===== config.mk =====
export PLATFORM = sky130hd
export DESIGN_NAME = motion_alarm_detector
export DESIGN_NICKNAME = d
export VERILOG_FILES = /design/src/core/motion_alarm_pkg.sv /design/src/core/motion_alarm_detector.sv
export SDC_FILE = /design/constraint.sdc
export NUM_CORES = 1
export LEC_CHECK = 0
export BUFFER_PORTS_ARGS = -buffer_cell sky130_fd_sc_hd__buf_2
export CORE_MARGIN = 3
export CORE_UTILIZATION = 45
export CTS_CLUSTER_SIZE = 25
export DETAILED_ROUTE_END_ITERATION = 16
export GPL_TIMING_DRIVEN = 0
export PLACE_DENSITY = 0.69
export SYNTH_ARGS = -nofsm -noshare
export SYNTH_HDL_FRONTEND = slang
export SYNTH_SLANG_ARGS = --single-unit

===== constraint.sdc =====
create_clock -name clk_sys -period 3.91 [get_ports clk_sys]
set_clock_uncertainty 0.05 [all_clocks]
set_input_delay 0.782 -clock clk_sys [delete_from_list [all_inputs] [get_ports clk_sys]]
set_output_delay 0.782 -clock clk_sys [all_outputs]
set_load 0.02 [all_outputs]

===== src/core/motion_alarm_pkg.sv =====
// Behaviour
// three-sensor homing, home sensor unseen between limits: 63h, clearable.
// homing with no timing, zero or sensor_input_a signal seen raises 64h.
// separate settings disable the timing/zero check and the sensor_input_a check.
// limit action set to alarm stop; either limit input raises 66h.
// software overtravel alarm mode; reaching software limit raises 67h.
// safe-torque-off alarm mode; either input off raises 68h, current cut.
// limit input seen during homing offset move raises 6Ah.
// home set and mechanism limit reached raises 6Dh.
// stored-data start with speed zero raises 70h, seven blinks.
// wrap operation with wrap disabled raises 70h.
// speed or current above protection limit raises 70h.
// push-motion request on variant without push support raises 70h.
// gear resolution out of range raises 71h, not clearable, current cut.
// non-excitation alarms cut motor current.
// excitation alarms keep motor current flowing.
// latch active alarm code and blink its count until cleared.
package motion_alarm_pkg;
   // =========================================================
   // alarm codes
   localparam logic [7:0] CODE_NONE = 8'h00;
   localparam logic [7:0] CODE_NO_HOME = 8'h63;
   localparam logic [7:0] CODE_SIG = 8'h64;
   localparam logic [7:0] CODE_HW_OT = 8'h66;
   localparam logic [7:0] CODE_SW_OT = 8'h67;
   localparam logic [7:0] CODE_STO = 8'h68;
   localparam logic [7:0] CODE_OFFSET = 8'h6A;
   localparam logic [7:0] CODE_MECH_OT = 8'h6D;
   localparam logic [7:0] CODE_OPDATA = 8'h70;
   localparam logic [7:0] CODE_GEAR = 8'h71;
   // =========================================================
   // blink counts
   localparam logic [3:0] BLINK_ONE = 4'h1;
   localparam logic [3:0] BLINK_SEVEN = 4'h7;
   // =========================================================
   // indicator timing
   localparam int CLK_HZ = 10_000_000;
   localparam int BLINK_MS = 200;
   localparam int PAUSE_MS = 1000;
   localparam int BLINK_CYC = CLK_HZ / 1000 * BLINK_MS;
   localparam int PAUSE_CYC = CLK_HZ / 1000 * PAUSE_MS;
   // =========================================================
   // setting encodings
   localparam logic [1:0] LS_ACT_IMM_ALM = 2'h1;
   localparam logic [1:0] LS_ACT_DEC_ALM = 2'h2;
   localparam logic [1:0] SWOT_IMM_ALM = 2'h1;
   localparam logic [1:0] SWOT_DEC_ALM = 2'h2;
   localparam logic [7:0] SPEED_ZERO = 8'h00;
endpackage : motion_alarm_pkg


===== src/core/motion_alarm_detector.sv =====
`timescale 1ns/100ps
module motion_alarm_detector #(
   parameter int BLINK_CYCLES = motion_alarm_pkg::BLINK_CYC,
   parameter int PAUSE_CYCLES = motion_alarm_pkg::PAUSE_CYC,
   parameter int SPEED_W = 8,
   parameter int CUR_W = 8
) (
   // clock and reset
   input wire logic clk_sys,
   input wire logic rstn,
   // sensors
   input wire logic home_sensor_input,
   input wire logic forward_limit_input,
   input wire logic reverse_limit_input,
   input wire logic step_timing_output,
   input wire logic encoder_zero_output,
   input wire logic sensor_input_a,
   input wire logic safe_torque_off_input_a,
   input wire logic safe_torque_off_input_b,
   // homing status
   input wire logic homing_three_sensor,
   input wire logic homing_active,
   input wire logic homing_done,
   input wire logic homing_offset_move,
   input wire logic home_is_set,
   // settings
   input wire logic tim_zsg_check_en,
   input wire logic sensor_input_a_check_en,
   input wire logic [1:0] limit_action,
   input wire logic [1:0] swot_action,
   input wire logic sto_alarm_mode,
   input wire logic wrap_enabled,
   input wire logic push_supported,
   input wire logic gear_out_of_spec,
   // position and operation events
   input wire logic sw_limit_reached,
   input wire logic mech_limit_reached,
   input wire logic op_start,
   input wire logic op_wrap,
   input wire logic op_push,
   input wire logic [SPEED_W-1:0] op_speed,
   input wire logic [CUR_W-1:0] op_current,
   input wire logic [SPEED_W-1:0] speed_limit,
   input wire logic [CUR_W-1:0] current_limit,
   // host clear
   input wire logic alarm_clear_input,
   // status
   output logic alarm_active,
   output logic [7:0] alarm_code,
   output logic motor_current_on,
   output logic indicator_led
);
   import motion_alarm_pkg::*;

   typedef enum logic [1:0] {
      ST_IDLE = 2'b00,
      ST_ON = 2'b01,
      ST_OFF = 2'b10,
      ST_PAUSE = 2'b11
   } blink_t;

   // =========================================================
   // fault detection
   logic seen_home_ff;
   logic seen_sig_ff;
   wire ls_any = forward_limit_input | reverse_limit_input;
   wire f_no_home = homing_active & homing_three_sensor & ls_any &
      ~seen_home_ff & ~home_sensor_input;
   wire sig_hit = (tim_zsg_check_en &
      (step_timing_output | encoder_zero_output)) |
      (sensor_input_a_check_en & sensor_input_a);
   wire f_sig = homing_done & (tim_zsg_check_en | sensor_input_a_check_en) &
      ~seen_sig_ff & ~sig_hit;
   wire f_hw_ot = ((limit_action == LS_ACT_IMM_ALM) |
      (limit_action == LS_ACT_DEC_ALM)) & ls_any;
   wire f_sw_ot = ((swot_action == SWOT_IMM_ALM) |
      (swot_action == SWOT_DEC_ALM)) & sw_limit_reached;
   wire f_sto = sto_alarm_mode &
      (~safe_torque_off_input_a | ~safe_torque_off_input_b);
   wire f_offset = homing_offset_move & ls_any;
   wire f_mech = home_is_set & mech_limit_reached;
   wire f_op = op_start & ((op_speed == SPEED_ZERO[SPEED_W-1:0]) |
      (op_wrap & ~wrap_enabled) |
      (op_speed > speed_limit) | (op_current > current_limit) |
      (op_push & ~push_supported));
   wire f_gear = gear_out_of_spec;

   // priority: non-clearable first, then current-cutting, then the rest
   wire any_fault = f_gear | f_sto | f_op | f_mech | f_offset | f_sw_ot |
      f_hw_ot | f_sig | f_no_home;
   wire [7:0] new_code =
      f_gear ? CODE_GEAR :
      f_sto ? CODE_STO :
      f_offset ? CODE_OFFSET :
      f_hw_ot ? CODE_HW_OT :
      f_sw_ot ? CODE_SW_OT :
      f_mech ? CODE_MECH_OT :
      f_op ? CODE_OPDATA :
      f_sig ? CODE_SIG : CODE_NO_HOME;

   function automatic logic cuts_current(input logic [7:0] c);
      cuts_current = (c == CODE_STO) | (c == CODE_GEAR);
   endfunction : cuts_current

   function automatic logic [3:0] blinks_of(input logic [7:0] c);
      blinks_of = (c == CODE_STO) ? BLINK_ONE : BLINK_SEVEN;
   endfunction : blinks_of

   // =========================================================
   // homing trackers
   always_ff @(posedge clk_sys) begin
      if (!rstn || !homing_active) begin
         seen_home_ff <= 1'b0;
      end else if (home_sensor_input) begin
         seen_home_ff <= 1'b1;
      end
   end

   always_ff @(posedge clk_sys) begin
      if (!rstn || !homing_active) begin
         seen_sig_ff <= 1'b0;
      end else if (sig_hit) begin
         seen_sig_ff <= 1'b1;
      end
   end

   // =========================================================
   // alarm latch
   logic active_ff;
   logic [7:0] code_ff;
   wire clear_ok = alarm_clear_input & active_ff & (code_ff != CODE_GEAR);
   wire take = any_fault & (~active_ff | clear_ok); // first alarm stays
   wire nxt_active = take | (active_ff & ~clear_ok);
   wire [7:0] nxt_code = take ? new_code : (clear_ok ? CODE_NONE : code_ff);

   always_ff @(posedge clk_sys) begin
      if (!rstn) begin
         active_ff <= 1'b0;
         code_ff <= CODE_NONE;
      end else begin
         active_ff <= nxt_active;
         code_ff <= nxt_code;
      end
   end

   logic cur_ff;
   always_ff @(posedge clk_sys) begin
      if (!rstn) begin
         cur_ff <= 1'b1;
      end else begin
         cur_ff <= ~(nxt_active & cuts_current(nxt_code));
      end
   end

   // =========================================================
   // indicator blinker
   blink_t st_ff;
   logic [31:0] tmr_ff;
   logic [3:0] cnt_ff;
   logic led_ff;
   blink_t nxt_st;
   logic [31:0] nxt_tmr;
   logic [3:0] nxt_cnt;
   wire tmr_done = (tmr_ff == 32'h0);

   always_comb begin
      nxt_st = st_ff;
      nxt_tmr = tmr_done ? 32'h0 : tmr_ff - 32'h1;
      nxt_cnt = cnt_ff;
      if (!active_ff) begin
         nxt_st = ST_IDLE;
         nxt_tmr = 32'h0;
      end else begin
         unique case (st_ff)
            ST_IDLE: begin
               nxt_st = ST_ON;
               nxt_tmr = 32'(BLINK_CYCLES - 1);
               nxt_cnt = blinks_of(code_ff);
            end
            ST_ON: begin
               if (tmr_done) begin
                  nxt_st = ST_OFF;
                  nxt_tmr = 32'(BLINK_CYCLES - 1);
                  nxt_cnt = cnt_ff - 4'h1;
               end
            end
            ST_OFF: begin
               if (tmr_done) begin
                  nxt_st = (cnt_ff == 4'h0) ? ST_PAUSE : ST_ON;
                  nxt_tmr = (cnt_ff == 4'h0) ? 32'(PAUSE_CYCLES - 1) :
                     32'(BLINK_CYCLES - 1);
               end
            end
            ST_PAUSE: begin
               if (tmr_done) begin
                  nxt_st = ST_IDLE;
               end
            end
         endcase
      end
   end

   always_ff @(posedge clk_sys) begin
      if (!rstn) begin
         st_ff <= ST_IDLE;
         tmr_ff <= 32'h0;
         cnt_ff <= 4'h0;
         led_ff <= 1'b0;
      end else begin
         st_ff <= nxt_st;
         tmr_ff <= nxt_tmr;
         cnt_ff <= nxt_cnt;
         led_ff <= (nxt_st == ST_ON);
      end
   end

   assign alarm_active = active_ff;
   assign alarm_code = code_ff;
   assign motor_current_on = cur_ff;
   assign indicator_led = led_ff;

   // =========================================================
   // checks
   property p_gear_sticky;
      @(posedge clk_sys) disable iff (!rstn)
      (active_ff && code_ff == CODE_GEAR) |=>
         (active_ff && code_ff == CODE_GEAR);
   endproperty
   a_gear_sticky: assert property (p_gear_sticky)
      else $error("gear alarm was cleared");

   property p_sto_cut;
      @(posedge clk_sys) disable iff (!rstn)
      (active_ff && code_ff == CODE_STO) |-> !motor_current_on;
   endproperty
   a_sto_cut: assert property (p_sto_cut)
      else $error("current on during safe-torque-off alarm");

   property p_exc_keep;
      @(posedge clk_sys) disable iff (!rstn)
      (active_ff && !cuts_current(code_ff)) |-> motor_current_on;
   endproperty
   a_exc_keep: assert property (p_exc_keep)
      else $error("current cut on excitation alarm");

   property p_hw_ot;
      @(posedge clk_sys) disable iff (!rstn)
      (!active_ff && f_hw_ot && !f_gear && !f_sto && !f_offset) |=>
         (active_ff && code_ff == CODE_HW_OT);
   endproperty
   a_hw_ot: assert property (p_hw_ot)
      else $error("limit alarm not raised");

   property p_sw_ot;
      @(posedge clk_sys) disable iff (!rstn)
      (!active_ff && sw_limit_reached && swot_action == SWOT_IMM_ALM) |=>
         active_ff;
   endproperty
   a_sw_ot: assert property (p_sw_ot)
      else $error("software overtravel alarm not raised");

   property p_opdata;
      @(posedge clk_sys) disable iff (!rstn)
      (!active_ff && op_start && op_speed == SPEED_ZERO[SPEED_W-1:0] &&
         !f_gear && !f_sto && !f_offset && !f_hw_ot && !f_sw_ot && !f_mech)
         |=> (code_ff == CODE_OPDATA);
   endproperty
   a_opdata: assert property (p_opdata)
      else $error("zero speed start not flagged");

   property p_clear;
      @(posedge clk_sys) disable iff (!rstn)
      (active_ff && code_ff != CODE_GEAR && alarm_clear_input && !any_fault)
         |=> !active_ff;
   endproperty
   a_clear: assert property (p_clear)
      else $error("clearable alarm not cleared");

   property p_led_quiet;
      @(posedge clk_sys) disable iff (!rstn)
      !active_ff ##1 !active_ff |-> !indicator_led;
   endproperty
   a_led_quiet: assert property (p_led_quiet)
      else $error("indicator lit without alarm");

   property p_offset;
      @(posedge clk_sys) disable iff (!rstn)
      (!active_ff && homing_offset_move && forward_limit_input &&
         !f_gear && !f_sto) |=> (code_ff == CODE_OFFSET);
   endproperty
   a_offset: assert property (p_offset)
      else $error("offset limit alarm missing");

   property p_sto_raise;
      @(posedge clk_sys) disable iff (!rstn)
      (!active_ff && sto_alarm_mode && !safe_torque_off_input_b && !f_gear)
         |=> (active_ff && code_ff == CODE_STO && !motor_current_on);
   endproperty
   a_sto_raise: assert property (p_sto_raise)
      else $error("safe-torque-off alarm not raised");

   property p_mech;
      @(posedge clk_sys) disable iff (!rstn)
      (!active_ff && home_is_set && mech_limit_reached && !f_gear &&
         !f_sto && !f_offset && !f_hw_ot && !f_sw_ot) |=>
         (active_ff && code_ff == CODE_MECH_OT);
   endproperty
   a_mech: assert property (p_mech)
      else $error("mechanism limit alarm missing");
endmodule : motion_alarm_detector


==> impl_metrics.csv, run 1 <==
group,metric,value,unit
run_status,outcome,"finished, final reports clean",
synth,synth.cell_area,3040,µm²
clocking,postCtsSetupBuffers,0,
clocking,postCtsHoldBufs,0,
routing,viasPerCell,5.34,
setup_path,critPathBufInv,1,
setup_path,slowest_stage,"a2111oi_0",
routing,ant_nets,0,
floorplan,dieHeight,88.2,µm
placed_design,port_buffers,73,
pwr,power_density,343,nW/µm²
sta,slew_headroom,57.1,%
clocking,insertion_delay,0.31,ns
global_routing,grt_util_all_layers,18.1,%
setup_path,cp-start-kind,"primary input",
synth,ys_warn_count,0,
job,drv_cap,0,
synth,synth_cell_types,58,
clocking,cts_root_buf,"clkbuf_8",
routing,dr.pass1.iters,4,
floorplan,dieArea,7770,µm²
floorplan,io_pins,74,
setup_path,arrival,3.21,ns
clocking,clock-sinks,51,
routing,drt_iter0_markers,76,
setup_path,max_stage_delay,0.57,ns
routing,wl_met3,325,µm
global_routing,grt_start_max_net_pins,17,
final_layout,insertedDiodeCount,0,
setup_path,worstPathCellList,"buf_2, ha_1, a21o_1, a21oi_1, nor2b_1, o31ai_1, a41oi_1, nand2b_1, a2111oi_0, nor3_1, o21ai_1",
worst_hold_path,hold_path.class,"flip-flop to flip-flop",
routing,routed_wl,6810,µm
synth,synth_ff_type,"dfxtp_1",
routing,top_layer,"met4",
sta,timing.final.crit_share,77.2,%
global_routing,grt.overflow.total,0,
pwr,irDropWorstVdd,0.000418,V
final_layout,layout.area.seq,1020,µm²
sta,rsz0062_at_grt,"no",
setup_path,end_kind,"flip-flop",
clocking,htree_num_levels,2,
synth,synth_seq_area_share,33.6,%
setup_path,critical-path-top-delay-family,"compound AO/OA/AOI/OAI gates",
routing,avgRoutedWirePerCell,13.0,µm
synth,synth-seq-cells,51,
sta,final-hold-violation-count,0,
final_layout,fillerInstances,614,
placed_design,pre_cts_ws,0.525,ns
setup_path,worst_ep_required_time,4.10,ns
routing,dr_wl_met2,3320,µm
synth,synth_nets,450,
clocking,cts_tree,"done",
sta,fin_ws,0.892,ns
setup_path,worstPathMaxFanout,6,
routing,vias,2804,
synth,syn_inst,367,
synth,syn_area_per_cell,8.28,µm²
placed_design,dpl.hpwl,5310,µm
global_routing,grt_pass1_vias,2666,
sta,min_period,3.02,ns
clocking,cts_buffer_depth,2,
floorplan,num_rows,29,
global_routing,grt_antenna_before_repair,0,
clocking,clk_pin_slew,0.09,ns
sta,max_freq,331,MHz
final_layout,drive_gt1_share,24.8,%
setup_path,critPathKind,"primary input to flip-flop",
final_layout,syn_to_final_growth,19.2,%
floorplan,core_area,6460,µm²
sta,finalSetupTns,0,ns
sta,tightest_slew,0.635,ns
synth,synthArstFlopShare,0,%
routing,met1_length,3110,µm
pwr,p_leak,1.66,nW
floorplan,initial_core_util,47.0,%
final_layout,final_nets,530,
clocking,cts_buffers,5,
floorplan,die_width,88.2,µm
global_routing,grt_pass1_wl,11500,µm
synth,synth_edf_count,0,
sta,slew_violations,0,
final_layout,multi_input_area,1860,µm²
routing,drc,0,
clocking,cts_resized,0,
placed_design,gp_congestion,0.813,
sta,setup_viol,0,
## per-stage QoR
step | power [mW] | cells | hold slack [ns] | utilization [%] | instance area (µm²)
floorplan | 0.774 | 367 | 0.389 | - | 3040
global placement | 0.852 | 517 | 0.402 | 54.2 | 3500
detailed placement | 0.858 | 517 | 0.410 | 54.2 | 3500
CTS | 1.25 | 525 | 0.432 | 56.1 | 3620
global route | 1.31 | 525 | 0.452 | 56.1 | 3620
finish | 1.24 | 525 | 0.429 | 56.1 | 3620
## state kept, by name (all words and copies together) (netlist names)
name / flops
seen_sig_ff: 1
cnt_ff: 4
alarm_active: 1
st_ff: 2
alarm_code: 8
tmr_ff: 32
motor_current_on: 1
seen_home_ff: 1
indicator_led: 1
## routing by layer
layer | track usage [%] | vias to the layer above
met1 | 22.4 | 1287
met5 | 0 | -
met4 | 3.71 | 0
met3 | 4.61 | 8
li1 | - | 1453
met2 | 31.8 | 56
## worst reg2reg max path, stage by stage (launching register included)
cell	delay (ns)
dfxtp_1	0.34
or4_1	0.61
nor3_4	0.23
nand3_1	0.15
nand3b_4	0.23
inv_2	0.14
or3_1	0.11
buf_2	0.20
buf_2	0.26
nor2_1	0.07
## cells in the mapped netlist (2+ instances only)
cell type / number / area share [%]
dfxtp_1: 51 / 34
a21oi_1: 38 / 6.3
nor2_1: 36 / 4.4
nand2_1: 29 / 3.6
inv_1: 28 / 3.5
ha_1: 20 / 8.2
xnor2_1: 15 / 4.3
o21ai_0: 14 / 2.3
xor2_1: 11 / 3.2
nor3_1: 10 / 1.6
nand3_1: 8 / 1.3
and2_1: 6 / 1.2
nand4_1: 6 / 1.2
nor4_1: 6 / 1.2
or3_1: 6 / 1.2
nand2b_1: 5 / 1.0
nor2b_1: 5 / 1.0
o31ai_1: 5 / 1.2
a21boi_0: 4 / 0.99
a21o_1: 4 / 0.99
a31oi_1: 4 / 0.82
clkbuf_1: 4 / 0.49
and3_1: 3 / 0.62
buf_2: 3 / 0.49
buf_6: 2 / 0.74
nand2_2: 2 / 0.41
nand2_4: 2 / 0.74
nand3_2: 2 / 0.66
nand3b_1: 2 / 0.49
nor2_4: 2 / 0.74
nor3_4: 2 / 1.1
o21ai_1: 2 / 0.33
o41ai_1: 2 / 0.58
or2_2: 2 / 0.41
or4_1: 2 / 0.49
or4_4: 2 / 0.74
## worst paths after layout
| kind | start | end | slack [ns] | depth (start not counted) |
|---|---|---|---|---|
| max reg2reg | tmr_ff[16]$_SDFF_PN0_ | tmr_ff[21]$_SDFF_PN0_ | 1.38 | 9 |
| max | op_current[5] | motor_current_on$_SDFF_PN1_ | 0.89 | 11 |
| min reg2reg | seen_home_ff$_SDFFE_PP0P_ | seen_home_ff$_SDFFE_PP0P_ | 0.43 | 2 |
| min | seen_home_ff$_SDFFE_PP0P_ | seen_home_ff$_SDFFE_PP0P_ | 0.43 | 2 |
## where the power goes
| part | switching (mW) | internal [mW] | total [mW] | leakage (nW) |
|---|---|---|---|---|
| Combinational | 0.159 | 0.125 | 0.284 | 1.18 |
| Sequential | 0.0219 | 0.542 | 0.564 | 0.418 |
| Clock | 0.185 | 0.211 | 0.395 | 0.0618 |
## cells by family after synthesis
group / synth area share (%)
simple gates: 27.7
buf+inv: 5.31
fa+ha+maj: 8.24
xor+xnor: 7.50
compound gates: 17.6
flops: 33.6
## cells in the final DEF (no fill, tap or decap), drive strengths merged, types with 6 or more instances in the layout
cell type,n
a21oi,39
and2,6
buf,78
clkbuf,10
dfxtp,51
ha,20
inv,30
nand2,33
nand3,10
nand4,7
nor2,39
nor3,13
nor4,7
o21ai,16
o31ai,6
or3,6
xnor2,15
xor2,11
## cell type report
cell class | count | area share (%)
tap | 77 | 2.66
clock buffer | 6 | 2.28
inverter | 29 | 3.01
clock inverter | 2 | 1.07
timing repair buffer | 73 | 10.1
multi-input combinational | 278 | 51.2
sequential | 51 | 28.2
buffer | 9 | 1.45
Power figures use the tool's default switching activity.
==> inputs of run 2 (changes only) <==
--- a/config.mk
+++ b/config.mk
@@ -11,7 +11,7 @@
 export CTS_CLUSTER_SIZE = 25
 export DETAILED_ROUTE_END_ITERATION = 16
 export GPL_TIMING_DRIVEN = 0
-export PLACE_DENSITY = 0.69
+export PLACE_DENSITY = 0.72
 export SYNTH_ARGS = -nofsm -noshare
 export SYNTH_HDL_FRONTEND = slang
 export SYNTH_SLANG_ARGS = --single-unit
==> constraint.sdc (replaced) <==
create_clock -name clk_sys -period 2.7 [get_ports clk_sys]
set_clock_uncertainty 0.05 [all_clocks]
set_input_delay 0.54 -clock clk_sys [delete_from_list [all_inputs] [get_ports clk_sys]]
set_output_delay 0.54 -clock clk_sys [all_outputs]
set_load 0.02 [all_outputs]
==> run 2 against run 1 <==
  * Sequential power grew 45%
  * Utilization grew 0.19 points
  * Global-route usage grew 0.058 points
  * Setup slack lost 0.76 ns
  * Critical path depth grew 1
  * Non-clock buffer count grew 1
  * Critical path type unchanged
  * Largest power group unchanged
==> impl_metrics.csv, run 2 (synthesis results as in run 1) <==
group,metric,value,unit
pwr,irDropWorstVdd,0.000420,V
routing,drc,0,
final_layout,syn_to_final_growth,19.6,%
setup_path,worst_ep_required_time,2.90,ns
routing,vias,2809,
placed_design,port_buffers,73,
final_layout,layout.area.seq,1020,µm²
worst_hold_path,hold_path.class,"primary input to flip-flop",
global_routing,grt_pass1_wl,11600,µm
sta,slew_violations,0,
routing,ant_nets,0,
routing,wl_met3,272,µm
floorplan,dieArea,7770,µm²
clocking,cts_root_buf,"clkbuf_8",
final_layout,fillerInstances,593,
setup_path,cp-start-kind,"primary input",
floorplan,die_width,88.2,µm
routing,dr.pass1.iters,5,
floorplan,dieHeight,88.2,µm
routing,dr_wl_met2,3310,µm
final_layout,multi_input_area,1890,µm²
clocking,cts_tree,"done",
clocking,cts_buffer_depth,2,
pwr,power_density,463,nW/µm²
job,drv_cap,0,
setup_path,worstPathMaxFanout,5,
routing,viasPerCell,5.34,
sta,timing.final.crit_share,95.0,%
global_routing,grt_start_max_net_pins,16,
final_layout,final_nets,531,
global_routing,grt.overflow.total,0,
final_layout,final_cell_mix,"75 x buf_2, 51 x dfxtp_1, 38 x a21oi_1, 36 x nor2_1, 29 x nand2_1",
floorplan,num_rows,29,
pwr,p_leak,1.65,nW
final_layout,final_common_cell,"buf_2",
sta,setup_viol,0,
sta,tightest_slew,0.467,ns
routing,drt_iter0_markers,93,
sta,fin_hold_ws,0.421,ns
setup_path,end_kind,"flip-flop",
placed_design,gp_congestion,0.806,
final_layout,top_register,"tmr_ff",
routing,avgRoutedWirePerCell,12.5,µm
global_routing,grt_antenna_before_repair,0,
floorplan,core_area,6460,µm²
setup_path,ff2ff_setup_slack,0.27,ns
setup_path,arrival,2.76,ns
sta,min_period,2.56,ns
sta,slew_headroom,68.9,%
clocking,insertion_delay,0.31,ns
final_layout,insertedDiodeCount,0,
final_layout,final_util,56.3,%
floorplan,initial_core_util,47.0,%
final_layout,largest_reg_flops,32,
clocking,clk_pin_slew,0.09,ns
routing,top_layer,"met4",
routing,met1_length,2980,µm
sta,final-hold-violation-count,0,
floorplan,io_pins,74,
run_status,outcome,"finished, final reports clean",
global_routing,grt_pass1_vias,2661,
global_routing,grt_util_all_layers,18.2,%
routing,routed_wl,6600,µm
placed_design,dpl.hpwl,5220,µm
final_layout,drive_gt1_share,25.4,%
sta,max_freq,390,MHz
sta,rsz0062_at_grt,"yes",
clocking,cts_buffers,5,
setup_path,critPathKind,"primary input to flip-flop",
clocking,htree_num_levels,2,
clocking,clock-sinks,51,
run 2: changes by cell type in the layout (fill, tap and decap cells not counted), sizes merged:
cell and delta:
bufinv -1, inv -1, clkinvlp +1, clkinv +1
buf +1
run 2: routing by layer:
| layer | GRT usage (%) | vias up |
|---|---|---|
| met2 | 32.0 | 62 |
| met5 | 0 | - |
| met3 | 3.95 | 7 |
| met4 | 2.47 | 0 |
| li1 | - | 1448 |
| met1 | 23.4 | 1292 |
run 2: worst max-delay path, cell delays in order:
cell and delay [ns]:
buf_2 0.10, ha_1 0.31, a21o_1 0.16, a21oi_1 0.14, nor2b_1 0.07, o31ai_2 0.25, a41oi_2 0.20, buf_4 0.20
nand2b_1 0.18, a2111oi_4 0.42, nor3_1 0.12, o21ai_1 0.08
run 2: layout make-up:
type                       instances  area share [%]
inverter                          29            3.00
clock buffer                       6            2.00
sequential                        51            28.1
timing repair buffer              75            10.5
buffer                             8            1.31
tap                               77            2.65
multi-input combinational        278            52.1
clock inverter                     2           0.344
run 2: repair_timing:
action / CTS / global route
buffers inserted: 2 / 0
pin swaps: 2 / 1
cloned: 0 / 0
gates resized for setup: 3 / 4
hold buffers: 0 / 0
endpoints found under the hold margin: 0 / 0
setup endpoints to repair: 2 / 6
run 2: report_power, final:
part | internal (mW) | leakage [nW] | switching, mW
combinational | 0.188 | 1.19 | 0.237
clock | 0.182 | 0.0412 | 0.257
sequential | 0.785 | 0.418 | 0.0321
total | 1.16 | 1.65 | 0.526
run 2: path summary, 6_finish.rpt:
| path | startpoint | endpoint | depth (start not counted) |
|---|---|---|---|
| max reg2reg | tmr_ff[16]$_SDFF_PN0_ | tmr_ff[9]$_SDFF_PN0_ | 8 |
| min reg2reg | tmr_ff[26]$_SDFF_PN0_ | tmr_ff[26]$_SDFF_PN0_ | 2 |
| min | home_sensor_input | seen_home_ff$_SDFFE_PP0P_ | 3 |
| max | op_current[5] | motor_current_on$_SDFF_PN1_ | 12 |
run 2: metrics by stage:
stage	worst slack [ns]	area (µm²)	instances	TNS [ns]	power, mW
2_1_floorplan	0.0281	3040	367	0	1.12
3_3_place_gp	-0.518	3500	517	-1.54	1.23
3_5_place_dp	-0.500	3500	517	-1.63	1.24
4_1_cts	0.0289	3610	527	0	1.69
5_1_grt	-0.0367	3630	526	-0.0496	1.78
6_report	0.136	3630	526	0	1.68
